--- src/inc/ucrf_params.svh ---
// Constants for the transceiver core: field positions, resets, timing
`ifndef UCRF_PARAMS_SVH
`define UCRF_PARAMS_SVH

// ------------------------------------------------------------
// Register field positions
// ------------------------------------------------------------
`define UCRF_IER_ENH_BIT 5
`define UCRF_MCR_SOFT_RST_BIT 2

// ------------------------------------------------------------
// Reset values
// ------------------------------------------------------------
`define UCRF_DIVISOR_RST 16'h0001
`define UCRF_IER_RST 8'h00
`define UCRF_MCR_RST 8'h00
`define UCRF_LCR_RST 8'h03
`define UCRF_SPR_RST 8'h00

// ------------------------------------------------------------
// Timing
// ------------------------------------------------------------
`define UCRF_OVERSAMPLE 16
`define UCRF_MID_SAMPLE 8
`define UCRF_DIV_W 16

`endif

--- src/inc/ucrf_pkg.sv ---
// Types shared by the transceiver core files
package ucrf_pkg;

  // Frame format carried from the configuration to the shifters
  typedef struct packed {
    logic [1:0] word_len;
    logic two_stop;
    logic parity_en;
    logic parity_even;
  } ucrf_frame_t;

  // Modem status sampled from the pins, active high after inversion
  typedef struct packed {
    logic cts;
    logic dsr;
    logic cd;
    logic ri;
  } ucrf_modem_t;

  // Receiver result
  typedef struct packed {
    logic [7:0] data;
    logic parity_err;
    logic framing_err;
  } ucrf_rx_t;

  typedef enum logic [2:0] {
    UCRF_IDLE = 3'b000,
    UCRF_START = 3'b001,
    UCRF_DATA = 3'b010,
    UCRF_PARITY = 3'b011,
    UCRF_STOP = 3'b100
  } ucrf_state_t;

endpackage

--- src/design/ucrf_baud_gen.sv ---
// Divider that makes the sixteen-times sampling tick
`include "ucrf_params.svh"
module ucrf_baud_gen
  import ucrf_pkg::*;
#(
  parameter int DIV_W = `UCRF_DIV_W
)
(
  // Clock and reset
  input wire logic clock,
  input wire logic rst,
  // Divisor, zero treated as one
  input wire logic [DIV_W-1:0] divisor,
  // One-cycle sampling tick
  output logic tick_q
);

  logic [DIV_W-1:0] cnt_q;
  logic [DIV_W-1:0] cnt_d;
  logic tick_d;

  // ----------------------------------------------------------
  // Divide the core clock by the divisor
  // ----------------------------------------------------------
  always_comb
  begin
    tick_d = 1'b0;
    cnt_d = cnt_q + {{(DIV_W-1){1'b0}}, 1'b1};
    if (cnt_q + {{(DIV_W-1){1'b0}}, 1'b1} >= divisor)
    begin
      cnt_d = '0;
      tick_d = 1'b1;
    end
  end

  // Registered so the tick is glitch free
  always_ff @(posedge clock or posedge rst)
  begin
    if (rst)
    begin
      cnt_q <= '0;
      tick_q <= 1'b0;
    end
    else
    begin
      cnt_q <= cnt_d;
      tick_q <= tick_d;
    end
  end

endmodule

--- src/design/ucrf_rx.sv ---
// Receive shifter: start validation, mid-bit sampling, parity check
`include "ucrf_params.svh"
module ucrf_rx
  import ucrf_pkg::*;
(
  // Clock and reset
  input wire logic clock,
  input wire logic rst,
  // Sampling tick and frame format
  input wire logic tick,
  input wire ucrf_frame_t frame,
  // Synchronised serial input
  input wire logic rx_in,
  // Result, strobe one cycle
  output ucrf_rx_t result_q,
  output logic done_q
);

  ucrf_state_t st_q, st_d;
  logic [3:0] ph_q, ph_d;
  logic [2:0] bit_q, bit_d;
  logic [7:0] sh_q, sh_d;
  logic par_q, par_d;
  logic stop2_q, stop2_d;
  ucrf_rx_t res_d;
  logic done_d;

  // ----------------------------------------------------------
  // Receive state machine; samples at phase eight of each bit
  // ----------------------------------------------------------
  always_comb
  begin
    st_d = st_q;
    ph_d = ph_q;
    bit_d = bit_q;
    sh_d = sh_q;
    par_d = par_q;
    stop2_d = stop2_q;
    res_d = result_q;
    done_d = 1'b0;
    if (tick)
    begin
      ph_d = ph_q + 4'h1;
      unique case (st_q)
        UCRF_IDLE:
        begin
          ph_d = 4'h0;
          if (!rx_in)
            st_d = UCRF_START;
        end
        UCRF_START:
          if (ph_q == 4'(`UCRF_MID_SAMPLE - 1))
          begin
            // False start is dropped before assembling a character
            ph_d = 4'h0;
            bit_d = 3'h0;
            par_d = 1'b0;
            stop2_d = 1'b0;
            st_d = rx_in ? UCRF_IDLE : UCRF_DATA;
          end
        UCRF_DATA:
          if (ph_q == 4'hF)
          begin
            sh_d = {rx_in, sh_q[7:1]};
            par_d = par_q ^ rx_in;
            bit_d = bit_q + 3'h1;
            if (bit_q == {1'b1, frame.word_len})
              st_d = frame.parity_en ? UCRF_PARITY : UCRF_STOP;
          end
        UCRF_PARITY:
          if (ph_q == 4'hF)
          begin
            par_d = par_q ^ rx_in;
            st_d = UCRF_STOP;
          end
        UCRF_STOP:
          if (ph_q == 4'hF)
          begin
            if (frame.two_stop && !stop2_q && rx_in)
              stop2_d = 1'b1;
            else
            begin
              // Short words are right-aligned in the byte
              res_d.data = sh_q >> (3'h3 - {1'b0, frame.word_len});
              res_d.parity_err = frame.parity_en &
                (par_q != !frame.parity_even);
              res_d.framing_err = !rx_in;
              done_d = 1'b1;
              st_d = UCRF_IDLE;
            end
          end
        default: st_d = UCRF_IDLE;
      endcase
    end
  end

  // State registers
  always_ff @(posedge clock or posedge rst)
  begin
    if (rst)
    begin
      st_q <= UCRF_IDLE;
      ph_q <= 4'h0;
      bit_q <= 3'h0;
      sh_q <= 8'h00;
      par_q <= 1'b0;
      stop2_q <= 1'b0;
      result_q <= '0;
      done_q <= 1'b0;
    end
    else
    begin
      st_q <= st_d;
      ph_q <= ph_d;
      bit_q <= bit_d;
      sh_q <= sh_d;
      par_q <= par_d;
      stop2_q <= stop2_d;
      result_q <= res_d;
      done_q <= done_d;
    end
  end

endmodule

--- src/design/ucrf_core.sv ---
// Transceiver core: configuration, transmitter, receiver, reset output
`include "ucrf_params.svh"
module ucrf_core
  import ucrf_pkg::*;
#(
  parameter int DIV_W = `UCRF_DIV_W
)
(
  // Clock and reset; clock is the oscillator clock after its buffer
  input wire logic clock,
  input wire logic rst,
  // Configuration loads, one-cycle strobes from host logic
  input wire logic cfg_we,
  input wire logic [2:0] cfg_sel,
  input wire logic [7:0] cfg_wdata,
  // Transmit byte stream
  input wire logic tx_valid,
  input wire logic [7:0] tx_data,
  input wire logic tx_enable,
  output logic tx_ready_q,
  // Receive byte stream
  output logic rx_valid_q,
  output ucrf_rx_t rx_result_q,
  // Serial and modem pins
  input wire logic rx_pin,
  input wire logic data_set_ready_n,
  input wire logic carrier_detect_n,
  input wire logic ring_indicator_n,
  input wire logic clear_to_send_n,
  output logic tx_pin_q,
  output logic reset_out_q,
  // Observed configuration and status
  output ucrf_modem_t modem_q,
  output logic [7:0] scratchpad_q,
  output logic [7:0] ier_q,
  output logic [7:0] mcr_q
);

  // ----------------------------------------------------------
  // Configuration selectors
  // ----------------------------------------------------------
  localparam logic [2:0] SEL_IER = 3'h1;
  localparam logic [2:0] SEL_LCR = 3'h3;
  localparam logic [2:0] SEL_MCR = 3'h4;
  localparam logic [2:0] SEL_SPR = 3'h7;
  localparam logic [2:0] SEL_DLL = 3'h0;
  localparam logic [2:0] SEL_DLM = 3'h2;

  logic [7:0] lcr_q, lcr_d;
  logic [7:0] ier_d, mcr_d, spr_d;
  logic [DIV_W-1:0] div_q, div_d;
  ucrf_frame_t frame;
  logic tick;

  // Configuration writes; hardware reset alone restores them
  always_comb
  begin
    lcr_d = lcr_q;
    ier_d = ier_q;
    mcr_d = mcr_q;
    spr_d = scratchpad_q;
    div_d = div_q;
    if (cfg_we)
    begin
      unique case (cfg_sel)
        SEL_IER: ier_d = cfg_wdata;
        SEL_LCR: lcr_d = cfg_wdata;
        SEL_MCR: mcr_d = cfg_wdata;
        SEL_SPR: spr_d = cfg_wdata;
        SEL_DLL: div_d[7:0] = cfg_wdata;
        SEL_DLM: div_d[DIV_W-1:8] = cfg_wdata[DIV_W-9:0];
        default: ;
      endcase
    end
  end

  always_ff @(posedge clock or posedge rst)
  begin
    if (rst)
    begin
      lcr_q <= `UCRF_LCR_RST;
      ier_q <= `UCRF_IER_RST;
      mcr_q <= `UCRF_MCR_RST;
      scratchpad_q <= `UCRF_SPR_RST;
      div_q <= DIV_W'(`UCRF_DIVISOR_RST);
    end
    else
    begin
      lcr_q <= lcr_d;
      ier_q <= ier_d;
      mcr_q <= mcr_d;
      scratchpad_q <= spr_d;
      div_q <= div_d;
    end
  end

  // Line control fields into the frame descriptor
  assign frame.word_len = lcr_q[1:0];
  assign frame.two_stop = lcr_q[2];
  assign frame.parity_en = lcr_q[3];
  assign frame.parity_even = lcr_q[4];

  // ----------------------------------------------------------
  // Reset output
  // ----------------------------------------------------------
  // Soft bit goes to the pin only; nothing inside reads it as reset
  logic reset_out_d;
  always_comb
  begin
    if (ier_q[`UCRF_IER_ENH_BIT])
      reset_out_d = mcr_q[`UCRF_MCR_SOFT_RST_BIT];
    else
      reset_out_d = 1'b0;
  end

  // Async set keeps the pin high for the whole hardware reset
  always_ff @(posedge clock or posedge rst)
  begin
    if (rst)
      reset_out_q <= 1'b1;
    else
      reset_out_q <= reset_out_d;
  end

  // ----------------------------------------------------------
  // Pin synchronisers
  // ----------------------------------------------------------
  logic [4:0] pin_s1_q, pin_s2_q;
  always_ff @(posedge clock or posedge rst)
  begin
    if (rst)
    begin
      pin_s1_q <= 5'h1F;
      pin_s2_q <= 5'h1F;
    end
    else
    begin
      pin_s1_q <= {rx_pin, clear_to_send_n, data_set_ready_n,
                   carrier_detect_n, ring_indicator_n};
      pin_s2_q <= pin_s1_q;
    end
  end

  // Inverted so software sees asserted as one
  always_ff @(posedge clock or posedge rst)
  begin
    if (rst)
      modem_q <= '0;
    else
      modem_q <= ~pin_s2_q[3:0];
  end

  // ----------------------------------------------------------
  // Baud tick and receiver
  // ----------------------------------------------------------
  ucrf_baud_gen #(.DIV_W(DIV_W)) u_baud (
    .clock(clock),
    .rst(rst),
    .divisor(div_q),
    .tick_q(tick)
  );

  ucrf_rx u_rx (
    .clock(clock),
    .rst(rst),
    .tick(tick),
    .frame(frame),
    .rx_in(pin_s2_q[4]),
    .result_q(rx_result_q),
    .done_q(rx_valid_q)
  );

  // ----------------------------------------------------------
  // Transmitter
  // ----------------------------------------------------------
  ucrf_state_t tst_q, tst_d;
  logic [3:0] tph_q, tph_d;
  logic [2:0] tbit_q, tbit_d;
  logic [7:0] tsh_q, tsh_d;
  logic tpar_q, tpar_d;
  logic tstop2_q, tstop2_d;
  logic tx_pin_d, tx_ready_d;

  // One byte is latched per frame; ready drops until the frame ends
  always_comb
  begin
    tst_d = tst_q;
    tph_d = tph_q;
    tbit_d = tbit_q;
    tsh_d = tsh_q;
    tpar_d = tpar_q;
    tstop2_d = tstop2_q;
    tx_pin_d = tx_pin_q;
    tx_ready_d = tx_ready_q;
    unique case (tst_q)
      UCRF_IDLE:
      begin
        tx_pin_d = 1'b1;
        tx_ready_d = tx_enable;
        if (tx_valid && tx_ready_q && tx_enable)
        begin
          tsh_d = tx_data;
          tpar_d = !frame.parity_even;
          tbit_d = 3'h0;
          tph_d = 4'h0;
          tstop2_d = 1'b0;
          tx_ready_d = 1'b0;
          tst_d = UCRF_START;
        end
      end
      default:
      begin
        if (tick)
        begin
          tph_d = tph_q + 4'h1;
          if (tph_q == 4'hF)
          begin
            unique case (tst_q)
              UCRF_START:
              begin
                tx_pin_d = tsh_q[0];
                tst_d = UCRF_DATA;
              end
              UCRF_DATA:
              begin
                tpar_d = tpar_q ^ tsh_q[0];
                tsh_d = {1'b0, tsh_q[7:1]};
                tbit_d = tbit_q + 3'h1;
                if (tbit_q == {1'b1, frame.word_len})
                begin
                  tst_d = frame.parity_en ? UCRF_PARITY : UCRF_STOP;
                  tx_pin_d = frame.parity_en ?
                    (tpar_q ^ tsh_q[0]) : 1'b1;
                end
                else
                  tx_pin_d = tsh_q[1];
              end
              UCRF_PARITY:
              begin
                tx_pin_d = 1'b1;
                tst_d = UCRF_STOP;
              end
              default:
              begin
                if (frame.two_stop && !tstop2_q)
                  tstop2_d = 1'b1;
                else
                  tst_d = UCRF_IDLE;
              end
            endcase
          end
          else if (tst_q == UCRF_START)
            tx_pin_d = 1'b0;
        end
      end
    endcase
  end

  always_ff @(posedge clock or posedge rst)
  begin
    if (rst)
    begin
      tst_q <= UCRF_IDLE;
      tph_q <= 4'h0;
      tbit_q <= 3'h0;
      tsh_q <= 8'h00;
      tpar_q <= 1'b0;
      tstop2_q <= 1'b0;
      tx_pin_q <= 1'b1;
      tx_ready_q <= 1'b0;
    end
    else
    begin
      tst_q <= tst_d;
      tph_q <= tph_d;
      tbit_q <= tbit_d;
      tsh_q <= tsh_d;
      tpar_q <= tpar_d;
      tstop2_q <= tstop2_d;
      tx_pin_q <= tx_pin_d;
      tx_ready_q <= tx_ready_d;
    end
  end

endmodule

--- config.mk ---
export PLATFORM = sky130hd
export DESIGN_NAME = ucrf_core
export DESIGN_NICKNAME = d
export VERILOG_FILES = /design/src/inc/ucrf_pkg.sv /design/src/design/ucrf_baud_gen.sv /design/src/design/ucrf_rx.sv /design/src/design/ucrf_core.sv
export VERILOG_INCLUDE_DIRS = /design/src /design/src/inc
export SDC_FILE = /design/constraint.sdc
export NUM_CORES = 1
export LEC_CHECK = 0
export BUFFER_PORTS_ARGS = -buffer_cell sky130_fd_sc_hd__buf_2
export CAP_MARGIN = 10
export CORE_MARGIN = 2
export CORE_UTILIZATION = 59
export CTS_CLUSTER_DIAMETER = 60
export CTS_CLUSTER_SIZE = 12
export DETAILED_ROUTE_END_ITERATION = 8
export GPL_TIMING_DRIVEN = 0
export HOLD_SLACK_MARGIN = 0.1
export MAX_ROUTING_LAYER = met4
export PLACE_DENSITY = 0.8
export SLEW_MARGIN = 5
export SYNTH_ARGS = -nofsm -noshare
export SYNTH_HDL_FRONTEND = slang
export SYNTH_HIERARCHICAL = 1
export SYNTH_SLANG_ARGS = --single-unit
--- constraint.sdc ---
create_clock -name clock -period 3.6 [get_ports clock]
set_clock_uncertainty 0.15 [all_clocks]
set_input_delay 0 -clock clock [delete_from_list [all_inputs] [get_ports clock]]
set_output_delay 0 -clock clock [all_outputs]
set_load 0.01 [all_outputs]
* Yosys cells after proc, flatten, opt, wreduce, memory -nomap -nowiden *
Cells that the tools add are included.

word-level totals
  flip-flop bits (word level) = 130
  latch bits = 0
  RAM bits = 0
  ROM bits = 0
  word-level logic and storage cells = 184
  memories = 0

operators by class
  add/subtract/negate cells = 6
  $mul = 0
  div/mod/pow operators = 0
  magnitude comparators = 1
  equal/unequal tests = 31
  shift-type cells = 1
  muxes and demuxes = 67
  bitwise gates (word level) = 5
  reductions and logical operators = 40

operator list
  operator                 count
  $mux W3                  21
  $mux W8                  5
  $mux W1                  28
  $eq A3 B2 Y1 const B     6
  $add A16 B1 Y16 const B  1
  $ge A16 B16 Y1           1
  $mux W16                 1
  $mux W4                  4
  $ne A2 B1 Y1 const B     8
  $reduce_and A4 Y1        4
  $pmux W3 S5              1
  $reduce_and A5 Y1        3
  $reduce_and A2 Y1        7
  $reduce_bool A2 Y1       7
  $eq A3 B1 Y1 const B     3
  $eq A3 B3 Y1 const B     3
  $logic_not A3 Y1         3
  $pmux W3 S3              1
  $add A4 B1 Y4 const B    2
  $eq A4 B4 Y1 const B     2
  $pmux W4 S2              1
  $reduce_and A8 Y1        1
  $shr A8 B3 Y8            1
  $add A3 B1 Y3 const B    2
  22 further kinds         35

* Depth between registers and ports, before layout *
Gate-level depths: netlist (run 1).

  word-level depth = 7
  gate-level depth with buffers = 13
  depth with buffers taken out = 11

* By module *
Netlist (run 1), hierarchy kept.

modules (own cells, without submodules)
  module         times used  cells each  area each (sq um)  seq. area each (sq um)
  ucrf_core      1           245         3400.8             2070.7
  ucrf_rx        1           177         1706.6             775.7
  ucrf_baud_gen  1           129         1239.9             425.4

* Worst setup path before layout (run 1) *
No wires, ideal clock.

  kind = register to register
  start = reg u_baud.cnt_q[0]
  end = reg u_baud.cnt_q[10]
  setup time = 0.118 ns
  arrival = 2.707 ns
  required time = 3.332 ns
  setup slack = 0.625 ns
  stages on the path, launching flop included = 13
  path buffers = 2
  cells stage by stage = dfrtp_1 > and3_1 > nand3_1 > nor4_1 > xor2_1 > ha_1 > nand4_1 > or2_2 > a2111oi_1 > or4_1 > buf_2 > buf_6 > nor2b_2

on the way
  cells in the longest elaborated chain, start to end = 3

ends and longest elaborated chain
  item                      RTL line                                  RTL
  start: declaration        ucrf_baud_gen.sv:18                       logic [DIV_W-1:0] cnt_q;
  start signal: assignment  ucrf_baud_gen.sv:46                       cnt_q <= cnt_d;
  $add A16 B1 Y16 *         ucrf_baud_gen.sv:28, ucrf_baud_gen.sv:29
  $ge A16 B16 Y1            ucrf_baud_gen.sv:29                       if (cnt_q + {{(DIV_W-1){1'b0}}, 1'b1} >= divisor)
  $mux W16 *                ucrf_baud_gen.sv:29
  net u_baud.cnt_d[10]      ucrf_baud_gen.sv:19                       logic [DIV_W-1:0] cnt_d;

Mark *: on every way through the listed nets, which the timed path passes. The rest lies on a longest branch.
A chain may end at the register's enable or synchronous reset.

* Final worst setup path (run 1) *
  start = reg u_baud.cnt_q[0]
  end = reg u_baud.cnt_q[0]

Same word-level chain as after synthesis.

==> results of run 1 <==
## routing by layer
layer / part of all wire [%] / wire, um / track usage (%) / up-vias
met3: 5.0 / 815 / 5.81 / 48
met5: 0 / 0 / - / -
met4: 3.0 / 487 / 14.3 / 0
met2: 52 / 8380 / 50.9 / 207
met1: 40 / 6500 / 36.6 / 2481
li1: - / - / - / 2227
## synthesized netlist by cell type (all sizes together) (3+ instances only)
| library cell | count | area, um2 |
|---|---|---|
| a21o | 3 | 22.5 |
| a21oi | 21 | 109 |
| and2b | 5 | 37.5 |
| and3 | 8 | 51.3 |
| buf | 18 | 145 |
| dfrtp | 115 | 2880 |
| dfstp | 15 | 394 |
| ha | 21 | 263 |
| inv | 37 | 139 |
| mux2 | 54 | 608 |
| mux2i | 13 | 130 |
| nand2 | 46 | 175 |
| nand2b | 7 | 53.8 |
| nand3 | 18 | 90.1 |
| nand4 | 9 | 62.6 |
| nor2 | 20 | 80.1 |
| nor2b | 13 | 104 |
| nor3 | 13 | 80.1 |
| nor3b | 3 | 32.5 |
| nor4 | 3 | 18.8 |
| o21a | 4 | 37.5 |
| o21ai | 32 | 175 |
| o22ai | 4 | 25.0 |
| o31ai | 4 | 48.8 |
| or3 | 5 | 36.3 |
| xnor2 | 11 | 96.3 |
| xor2 | 10 | 87.6 |
## worst paths after layout
check	end	slack (ns)	depth (start not counted)
min	scratchpad_q[7]$_DFFE_PP0P_	0.17	3
max	u_baud/cnt_q[0]$_DFF_PP0_	0.28	13
min reg2reg	pin_s2_q[1]$_DFF_PP1_	0.21	0
min in group asynchronous	u_rx/result_q[3]$_DFFE_PP0P_	0.44	4
max in group asynchronous	u_baud/cnt_q[0]$_DFF_PP0_	1.62	5
max reg2reg	u_baud/cnt_q[0]$_DFF_PP0_	0.28	13
## power groups by stage
stage	clock network, uW	registers, uW	logic (uW)
after floorplan	0	1940	786
after global placement	0	1930	1030
after detailed placement	0	1950	1090
after CTS	1790	1930	1180
after global routing	1880	1980	1340
final	1790	1950	1240
## worst max-delay path, delay by kind of cell (launching register included)
kind            cells  cell delay [ns]
xor+xnor            1             0.17
fa+ha+maj           2             0.58
flops               1             0.41
simple gates        7             1.23
buf+inv             2             0.37
compound gates      1             0.30
## sequential cells by signal (all words and copies together), names as in the netlist, 8 cells and up
register and cells:
scratchpad_q 8, tsh_q 8, ier_q 8, u_rx/result_q 10
u_rx/sh_q 8, div_q 16, mcr_q 8, u_baud/cnt_q 16
## cells by family (layout without fill, tap and decap cells)
family / count (synthesis) / count (layout) / share of synthesized area [%]
fa+ha+maj: 21 / 21 / 4.14
mux: 67 / 67 / 11.6
buf+inv: 57 / 209 / 4.59
simple gates: 163 / 163 / 14.9
flops: 130 / 130 / 51.5
compound gates: 92 / 92 / 10.3
xor+xnor: 21 / 21 / 2.90
## per-stage QoR
stage | setup WS, ns | utilization [%]
after floorplan | 0.625 | -
after global placement | 0.212 | 66.1
after detailed placement | 0.189 | 66.4
after CTS | 0.164 | 77.1
after global routing | 0.0372 | 77.6
final | 0.281 | 77.6
## repair_timing
item,CTS,global route
resized for setup,0,3
buffers inserted,0,0
setup endpoints to repair,0,15
hold buffers,49,1
hold endpoints to repair,201,8
## area by class of cell
cell class | count | area (um2)
Tap cell | 136 | 170
Sequential cell | 130 | 3270
Multi-Input combinational cell | 364 | 2800
Inverter | 37 | 141
Timing Repair Buffer | 120 | 896
Fill cell | 603 | 2330
Buffer | 20 | 153
Clock buffer | 17 | 414
Clock inverter | 15 | 198
## layout by cell type (no fill, tap or decap), types with 16 or more instances in the layout
| cell | count |
|---|---|
| dlygate4sd3_1 | 50 |
| o21ai_0 | 20 |
| nor2_1 | 18 |
| dfrtp_1 | 115 |
| nand3_1 | 17 |
| mux2_2 | 53 |
| inv_1 | 35 |
| clkbuf_16 | 16 |
| buf_2 | 76 |
| a21oi_1 | 20 |
| nand2_1 | 45 |
| ha_1 | 21 |
==> impl_metrics.toml, run 1 <==
[yosys]
yosysSeqAreaShare_pct = 51.5
netlist_area_um2 = 6350
ys.flop_type = "dfrtp_1"
syn_nets = 601
syn_avg_cell_area_um2 = 11.5
ys_seq_elements = 130
ys_warn_count = 6
synthArstFlopShare_pct = 100
synth-edff-count = 0
synth_cell_types = 77
synth_cells = 551

[cts]
clockBufferDepth = 2
clkLatencyLatePin_ns = 0.53
cts.htree.levels = 4
cts_tree = "built"
cts_root_buffer = "clkbuf_8"
cts_made_buffers = 17
clock_sinks = 130
clk_pin_slew_worst_paths_ns = 0.07

[place]
dp_cells = 756
dpl_cell_area_um2 = 6890
port_buffers = 68
place_hpwl_um = 9270
routabilityCongestion = 0.848

[floorplan]
die-area_um2 = 11600
die-height_um = 108
ios = 71
num_rows = 37
initial_core_util_pct = 61.2
core_um2 = 10400
die_x_um = 108

[pwr]
power_frac_comb_pct = 24.8
internal_power_uw = 3390
ir_drop_uv = 439
p_seq_share_pct = 39.2
power.density_nw_per_um2 = 619
p_leak_uw = 0.00376
power_uw = 4980
switchingPower_uw = 1580
power.share.clock_pct = 36.0
switching_share_pct = 31.8

[grt]
grt_pass1_vias = 5147
grt_util_all_layers_pct = 30.8
grt_overflow_total = 0
antenna_found_initial = 0
grt_pass1_wl_um = 26300
grt_max_degree = 71

[route]
wl_per_cell_um = 19.3
num_vias = 4963
viasPerCell = 5.92
drtPass1Iterations = 5
drt_iter0_markers = 376
drc = 0
routed_wl_um = 16200
drtAntennaViolNets = 0

[cells_and_area]
design_area_um2 = 8040
num_antenna_cells = 0
finalNetCount = 740
layout-drive-gt1-share_pct = 31.9
stdcell_count = 839
syn_to_final_growth_pct = 26.7

[run]
cap_violations = 0

[worst_hold_path]
worst_hold_path_type = "input port to flop"
hp-start = "cfg_wdata[7]"

[sta]
timing.final.crit_share_pct = 92.2
fmax_mhz = 301
min_period_ns = 3.32
fin_hold_ws_ns = 0.174
setup-tns-final_ns = 0
slew_headroom_pct = 53.4
worst_pin_slew_ns = 0.694
hold_viol = 0
finalSetupViolations = 0
finalMaxSlewViolations = 0
rsz0062_at_grt = "false"

[critical_path]
path_class = "flop to flop"
path_max_fanout = 10
critical_path_required_ns = 3.87
r2r-start = "u_baud/cnt_q[0]$_DFF_PP0_"
crit_start = "u_baud/cnt_q[0]$_DFF_PP0_"
slowest_delay_ns = 0.41
crit_path_end_kind = "flop"
startpoint_type = "flop"
cp.arrival_ns = 3.59
cp_slowest_cell = "dfrtp_1"
crit_chain = "ha_1 > nand2_1 > nor2_1 > nand4_1 > xnor2_1 > ha_1 > nand4_1 > or2_2 > a2111oi_2 > or4_1 > buf_2 > buf_6 > nor2_2"

[outcome]
status = "completed"
(Power assumes the default switching activity.)
==> run 2, diff against run 1 <==
--- a/config.mk
+++ b/config.mk
@@ -8,6 +8,7 @@
 export LEC_CHECK = 0
 export BUFFER_PORTS_ARGS = -buffer_cell sky130_fd_sc_hd__buf_2
 export CAP_MARGIN = 10
+export CORE_ASPECT_RATIO = 0.6
 export CORE_MARGIN = 2
 export CORE_UTILIZATION = 59
 export CTS_CLUSTER_DIAMETER = 60
==> run 2 against run 1 <==
Compared with the run above:
- combinational power down 4%
- largest power group unchanged
- wire length down 7.0%
- core utilization down 2.3 points
- power down 1.2%
- cell count down 1.4%
- first-iteration DRC count up 8.8%
- via count down 5.3%
- sequential power about the same
==> impl_metrics.toml, run 2 (synthesis results as in run 1) <==
[critical_path]
startpoint_type = "flop"
path_class = "flop to flop"
critical_path_required_ns = 3.75
cp.arrival_ns = 3.67
crit_path_end_kind = "flop"
slowest_delay_ns = 0.42
worst-path-buf-inv = 2
cp_slowest_cell = "dfrtp_1"
critical_path.top_delay_family = "simple AND/OR/NAND/NOR gates"
path_max_fanout = 10
crit_chain = "and3_2 > nand3_2 > nor3_1 > xor2_1 > ha_1 > nand4_1 > or2_2 > a2111oi_2 > or4_1 > buf_2 > buf_6 > nor2b_2"

[floorplan]
die-height_um = 84.3
ios = 71
core_um2 = 10500
die_x_um = 138
initial_core_util_pct = 60.3
die-area_um2 = 11600
num_rows = 29

[grt]
grt_max_degree = 56
grt_util_all_layers_pct = 28.3
antenna_found_initial = 0
grt_overflow_total = 0
grt_pass1_vias = 4849
grt_pass1_wl_um = 24200

[sta]
finalSetupViolations = 0
finalMaxSlewViolations = 0
fmax_mhz = 284
worst_pin_slew_ns = 0.939
layout_setup_ws_ns = 0.0777
hold_viol = 0
slew_headroom_pct = 37.1
min_period_ns = 3.52
timing.final.crit_share_pct = 97.8
fin_hold_ws_ns = 0.120

[route]
drtAntennaViolNets = 0
wl_per_cell_um = 18.2
drtPass1Iterations = 5
viasPerCell = 5.68
drt_iter0_markers = 409
drc = 0
num_vias = 4698
routed_wl_um = 15100

[place]
port_buffers = 68
routabilityCongestion = 0.903
place_hpwl_um = 10100
dp_slack_ns = -0.197

[pwr]
power.density_nw_per_um2 = 621
ir_drop_uv = 473
p_leak_uw = 0.00369

[cells_and_area]
fill_cells = 665
multi_input_area_um2 = 2830
finalNetCount = 725
layout-drive-gt1-share_pct = 32.8
num_antenna_cells = 0
mostFrequentLayoutCell = "dfrtp_1"
reg_top3 = "div_q: 16 flops, u_baud/cnt_q: 16 flops, u_rx/result_q: 10 flops"
final_cell_mix = "dfrtp_1 (115), buf_2 (76), mux2_2 (53), nand2_1 (45), inv_1 (35)"
syn_to_final_growth_pct = 24.8
ff_latch_area_um2 = 3270

[cts]
clockBufferDepth = 2
cts_made_buffers = 17
clock_sinks = 130
cts_tree = "built"
cts_root_buffer = "clkbuf_16"
cts.htree.levels = 4
clk_pin_slew_worst_paths_ns = 0.06
clkLatencyLatePin_ns = 0.42

[worst_hold_path]
worst_hold_path_type = "input port to flop"

[outcome]
status = "completed"

[run]
cap_violations = 0
[run 2: cell count changes in the layout (fill, tap and decap cells not counted), moves of 2 or more]
cell / change
dlygate4sd3_1: -16
clkinv_2: +4
clkinv_4: -4
inv_6: -4
clkbuf_1: +3
inv_8: -2
[run 2: cell type report]
class / count / area share (%)
Clock inverter: 11 / 2.05
Buffer: 20 / 1.93
Inverter: 37 / 1.78
Tap cell: 139 / 2.20
Sequential cell: 130 / 41.3
Multi-Input combinational cell: 364 / 35.7
Timing Repair Buffer: 105 / 9.38
Clock buffer: 21 / 5.69
[run 2: where the power goes]
group	internal, uW	total [uW]	leakage [uW]	switching, uW
clock	1170	1790	0.000293	615
combinational	567	1190	0.00179	619
sequential	1730	1950	0.00161	212
total	3470	4920	0.00369	1450
[run 2: path summary, 6_finish.rpt]
| kind | start | endpoint | slack (ns) | depth (start not counted) |
|---|---|---|---|---|
| worst max-delay path | u_baud/cnt_q[2]$_DFF_PP0_ | u_baud/cnt_q[10]$_DFF_PP0_ | 0.08 | 12 |
| worst min-delay path | rx_pin | pin_s1_q[4]$_DFF_PP1_ | 0.12 | 2 |
| worst max register to register | u_baud/cnt_q[2]$_DFF_PP0_ | u_baud/cnt_q[10]$_DFF_PP0_ | 0.08 | 12 |
| worst min register to register | pin_s1_q[4]$_DFF_PP1_ | pin_s2_q[4]$_DFF_PP1_ | 0.21 | 0 |
| max in group asynchronous | rst | pin_s2_q[1]$_DFF_PP1_ | 1.45 | 6 |
| min in group asynchronous | rst | u_rx/result_q[5]$_DFFE_PP0P_ | 0.62 | 4 |
[run 2: per-layer routing]
layer | GRT usage (%) | part of all wire, %
met1 | 39.8 | 48
met2 | 41.2 | 45
met3 | 7.25 | 6.2
met4 | 7.79 | 1.2
met5 | - | 0
[run 2: per-stage QoR]
stage | setup TNS, ns | utilization (%) | instances | cell area, um2 | total power (uW)
after floorplan | 0 | - | 551 | 6350 | 2720
after global placement | -0.419 | 65.2 | 758 | 6860 | 2970
after detailed placement | -2.52 | 65.5 | 759 | 6890 | 3060
after CTS | 0 | 74.6 | 824 | 7850 | 4910
after global routing | -0.406 | 75.3 | 827 | 7920 | 5150
final | 0 | 75.3 | 827 | 7920 | 4920
[run 2: what timing repair did]
| action | in CTS | in global routing |
|---|---|---|
| pin swaps | 1 | 1 |
| endpoints found under the setup margin | 17 | 16 |
| hold buffers | 33 | 1 |
| hold endpoints to repair | 197 | 13 |
| setup buffers | 0 | 1 |
| cloned | 0 | 0 |
| gates resized for setup | 2 | 7 |
==> run 3, diff against run 2 <==
--- a/config.mk
+++ b/config.mk
@@ -9,17 +9,16 @@
 export BUFFER_PORTS_ARGS = -buffer_cell sky130_fd_sc_hd__buf_2
 export CAP_MARGIN = 10
 export CORE_ASPECT_RATIO = 0.6
-export CORE_MARGIN = 2
-export CORE_UTILIZATION = 59
+export CORE_MARGIN = 4
+export CORE_UTILIZATION = 58
 export CTS_CLUSTER_DIAMETER = 60
 export CTS_CLUSTER_SIZE = 12
 export DETAILED_ROUTE_END_ITERATION = 8
 export GPL_TIMING_DRIVEN = 0
 export HOLD_SLACK_MARGIN = 0.1
 export MAX_ROUTING_LAYER = met4
-export PLACE_DENSITY = 0.8
+export PLACE_DENSITY = 0.79
 export SLEW_MARGIN = 5
 export SYNTH_ARGS = -nofsm -noshare
 export SYNTH_HDL_FRONTEND = slang
-export SYNTH_HIERARCHICAL = 1
 export SYNTH_SLANG_ARGS = --single-unit
==> run 3 against run 2 <==
Compared with the run above:
- largest power group unchanged
- critical path depth unchanged
- sequential power is 4% lower
- clock power barely moved
- fmax increased by 7.7%
- combinational power shrank 27%
- synthesized cell count is 0.18% higher
- non-clock buffer count increased by 8
==> impl_metrics.toml, run 3 <==
[sta]
hold_viol = 0
timing.final.crit_share_pct = 90.9
finalSetupViolations = 0
min_period_ns = 3.27
slew_headroom_pct = 36.4
finalMaxSlewViolations = 0
rsz0062_at_grt = "false"
worst_pin_slew_ns = 0.950
fmax_mhz = 306

[pwr]
power.density_nw_per_um2 = 597
p_leak_uw = 0.00356
ir_drop_uv = 435

[grt]
grt_overflow_total = 0
grt_pass1_vias = 4778
grt_util_all_layers_pct = 26.4
grt_pass1_wl_um = 24200
antenna_found_initial = 0
grt_max_degree = 94

[floorplan]
num_rows = 28
initial_core_util_pct = 60.2
die-area_um2 = 12100
die_x_um = 139
ios = 71
die-height_um = 86.7
core_um2 = 9950

[yosys]
yosysSeqAreaShare_pct = 54.6
netlist_area_um2 = 5990
syn_avg_cell_area_um2 = 10.9
ys_seq_elements = 130
syn_nets = 602
ys_warn_count = 0
synth_top_area_share_pct = 48.0
synth_area_leader_cell = "dfrtp_1"
synth.most_common_cell = "dfrtp_1"
synth_cell_types = 49
synthArstFlopShare_pct = 100
synth.area.top_cells = "dfrtp_1 (48%), mux2_2 (9.0%), dfstp_2 (6.6%)"
synth-edff-count = 0
synth_common_cells = "dfrtp_1 (115), nand2_1 (77), mux2_2 (48), o21ai_0 (39), nor2_1 (36)"
synth_cells = 552
ys.flop_type = "dfrtp_1"

[route]
drtPass1Iterations = 5
viasPerCell = 5.66
drt_iter0_markers = 357
routed_wl_um = 14500
drtAntennaViolNets = 0
wl_per_cell_um = 17.3
num_vias = 4719
drc = 0

[outcome]
status = "completed"

[cts]
cts_made_buffers = 17
cts.htree.levels = 4
clk_pin_slew_worst_paths_ns = 0.06
cts_root_buffer = "clkbuf_16"
clock_sinks = 130
cts_tree = "built"
clkLatencyLatePin_ns = 0.42
clockBufferDepth = 2

[place]
place_hpwl_um = 9340
routabilityCongestion = 0.903
dpl_cell_area_um2 = 6540
port_buffers = 70

[cells_and_area]
fin_util_pct = 76.5
finalNetCount = 735
mostFrequentLayoutCell = "dfrtp_1"
reg_top3 = "div_q: 16 flops, u_baud.cnt_q: 16 flops, u_rx.result_q: 10 flops"
design_area_um2 = 7610
final_cell_mix = "dfrtp_1 (115), nand2_1 (77), buf_2 (72), mux2_2 (48), dlygate4sd3_1 (42)"
layout-drive-gt1-share_pct = 26.2
syn_to_final_growth_pct = 27.0

[worst_hold_path]
worst_hold_path_type = "flop to flop"

[critical_path]
cp.arrival_ns = 3.41
startpoint_type = "flop"
crit_path_end_kind = "flop"
critical_path_required_ns = 3.74
path_class = "flop to flop"
path_max_fanout = 10

[run]
cap_violations = 0
[run 3: final cells by class]
| cell class | instances | area [um2] |
|---|---|---|
| inverter | 30 | 118 |
| sequential | 130 | 3270 |
| tap | 135 | 169 |
| multi-input combinational | 373 | 2530 |
| clock buffer | 17 | 425 |
| buffer | 19 | 90.1 |
| antenna | 1 | 2.50 |
| fill | 661 | 2340 |
| clock inverter | 15 | 196 |
| timing repair buffer | 114 | 806 |
[run 3: power breakdown]
part / switching, uW / total (uW) / internal (uW) / leakage (uW)
sequential: 170 / 1870 / 1700 / 0.00163
clock: 697 / 1810 / 1110 / 0.000301
combinational: 461 / 868 / 407 / 0.00163
[run 3: worst paths after layout]
| check | start | to | slack, ns | cells after the start |
|---|---|---|---|---|
| setup / recovery | u_baud.cnt_q[0]$_DFF_PP0_ | u_baud.cnt_q[11]$_DFF_PP0_ | 0.33 | 12 |
| hold / removal | pin_s1_q[2]$_DFF_PP1_ | pin_s2_q[2]$_DFF_PP1_ | 0.21 | 0 |
| setup reg to reg | u_baud.cnt_q[0]$_DFF_PP0_ | u_baud.cnt_q[11]$_DFF_PP0_ | 0.33 | 12 |
| hold reg to reg | pin_s1_q[2]$_DFF_PP1_ | pin_s2_q[2]$_DFF_PP1_ | 0.21 | 0 |
| max in group asynchronous | rst | reset_out_q$_DFF_PP1_ | 1.95 | 5 |
| min in group asynchronous | rst | modem_q[0]$_DFF_PP0_ | 0.57 | 4 |
[run 3: cell families (layout without fill, tap and decap cells)]
kind of cell / count (synthesis) / in the layout / synth area share (%)
adder cells (fa/ha/maj): 21 / 21 / 4.39
other: 0 / 1 / 0
AND/OR/NAND/NOR: 186 / 186 / 14.9
buffers and inverters: 49 / 195 / 3.36
flip-flops: 130 / 130 / 54.6
multiplexers: 56 / 56 / 10.4
XOR/XNOR: 25 / 25 / 3.65
AO/OA/AOI/OAI: 85 / 85 / 8.71
[run 3: repair_timing]
item                                   4_1_cts  5_1_grt
buffers inserted                             1        0
hold buffers                                42        0
resized for setup                            0        4
setup endpoints to repair                   10       10
pin swaps                                    1        0
endpoints found under the hold margin      183        0
gates cloned                                 0        0
[run 3: layer usage]
layer	GRT usage (%)	vias up	part of all wire, %
met5	-	-	0
met1	35.8	2340	45
li1	-	2182	-
met4	9.06	0	1.6
met2	40.1	173	47
met3	5.84	24	6.4
[run 3: stage by stage]
step           instances  worst slack (ns)  power (uW)  hold WS (ns)  TNS [ns]
3_5_place_dp         758            -0.285        2690        -0.127     -2.55
5_1_grt              833            0.0763        4780         0.208         0
4_1_cts              833            0.0408        4560         0.206         0
3_3_place_gp         757             -1.24        2630       -0.0447   -141.62
6_report             834             0.329        4540         0.205         0
2_1_floorplan        552           0.00548        2410        -0.146         0
[run 3: critical path, cell delays in order, from the launching register on]
cell	delay, ns
dfrtp_1	0.41
ha_1	0.24
nand4_1	0.22
nor3_2	0.36
nand3_1	0.14
xnor2_1	0.17
ha_1	0.30
nand4_1	0.16
nor2_1	0.19
o2111ai_1	0.13
o211ai_1	0.27
clkbuf_2	0.31
nor2b_1	0.09
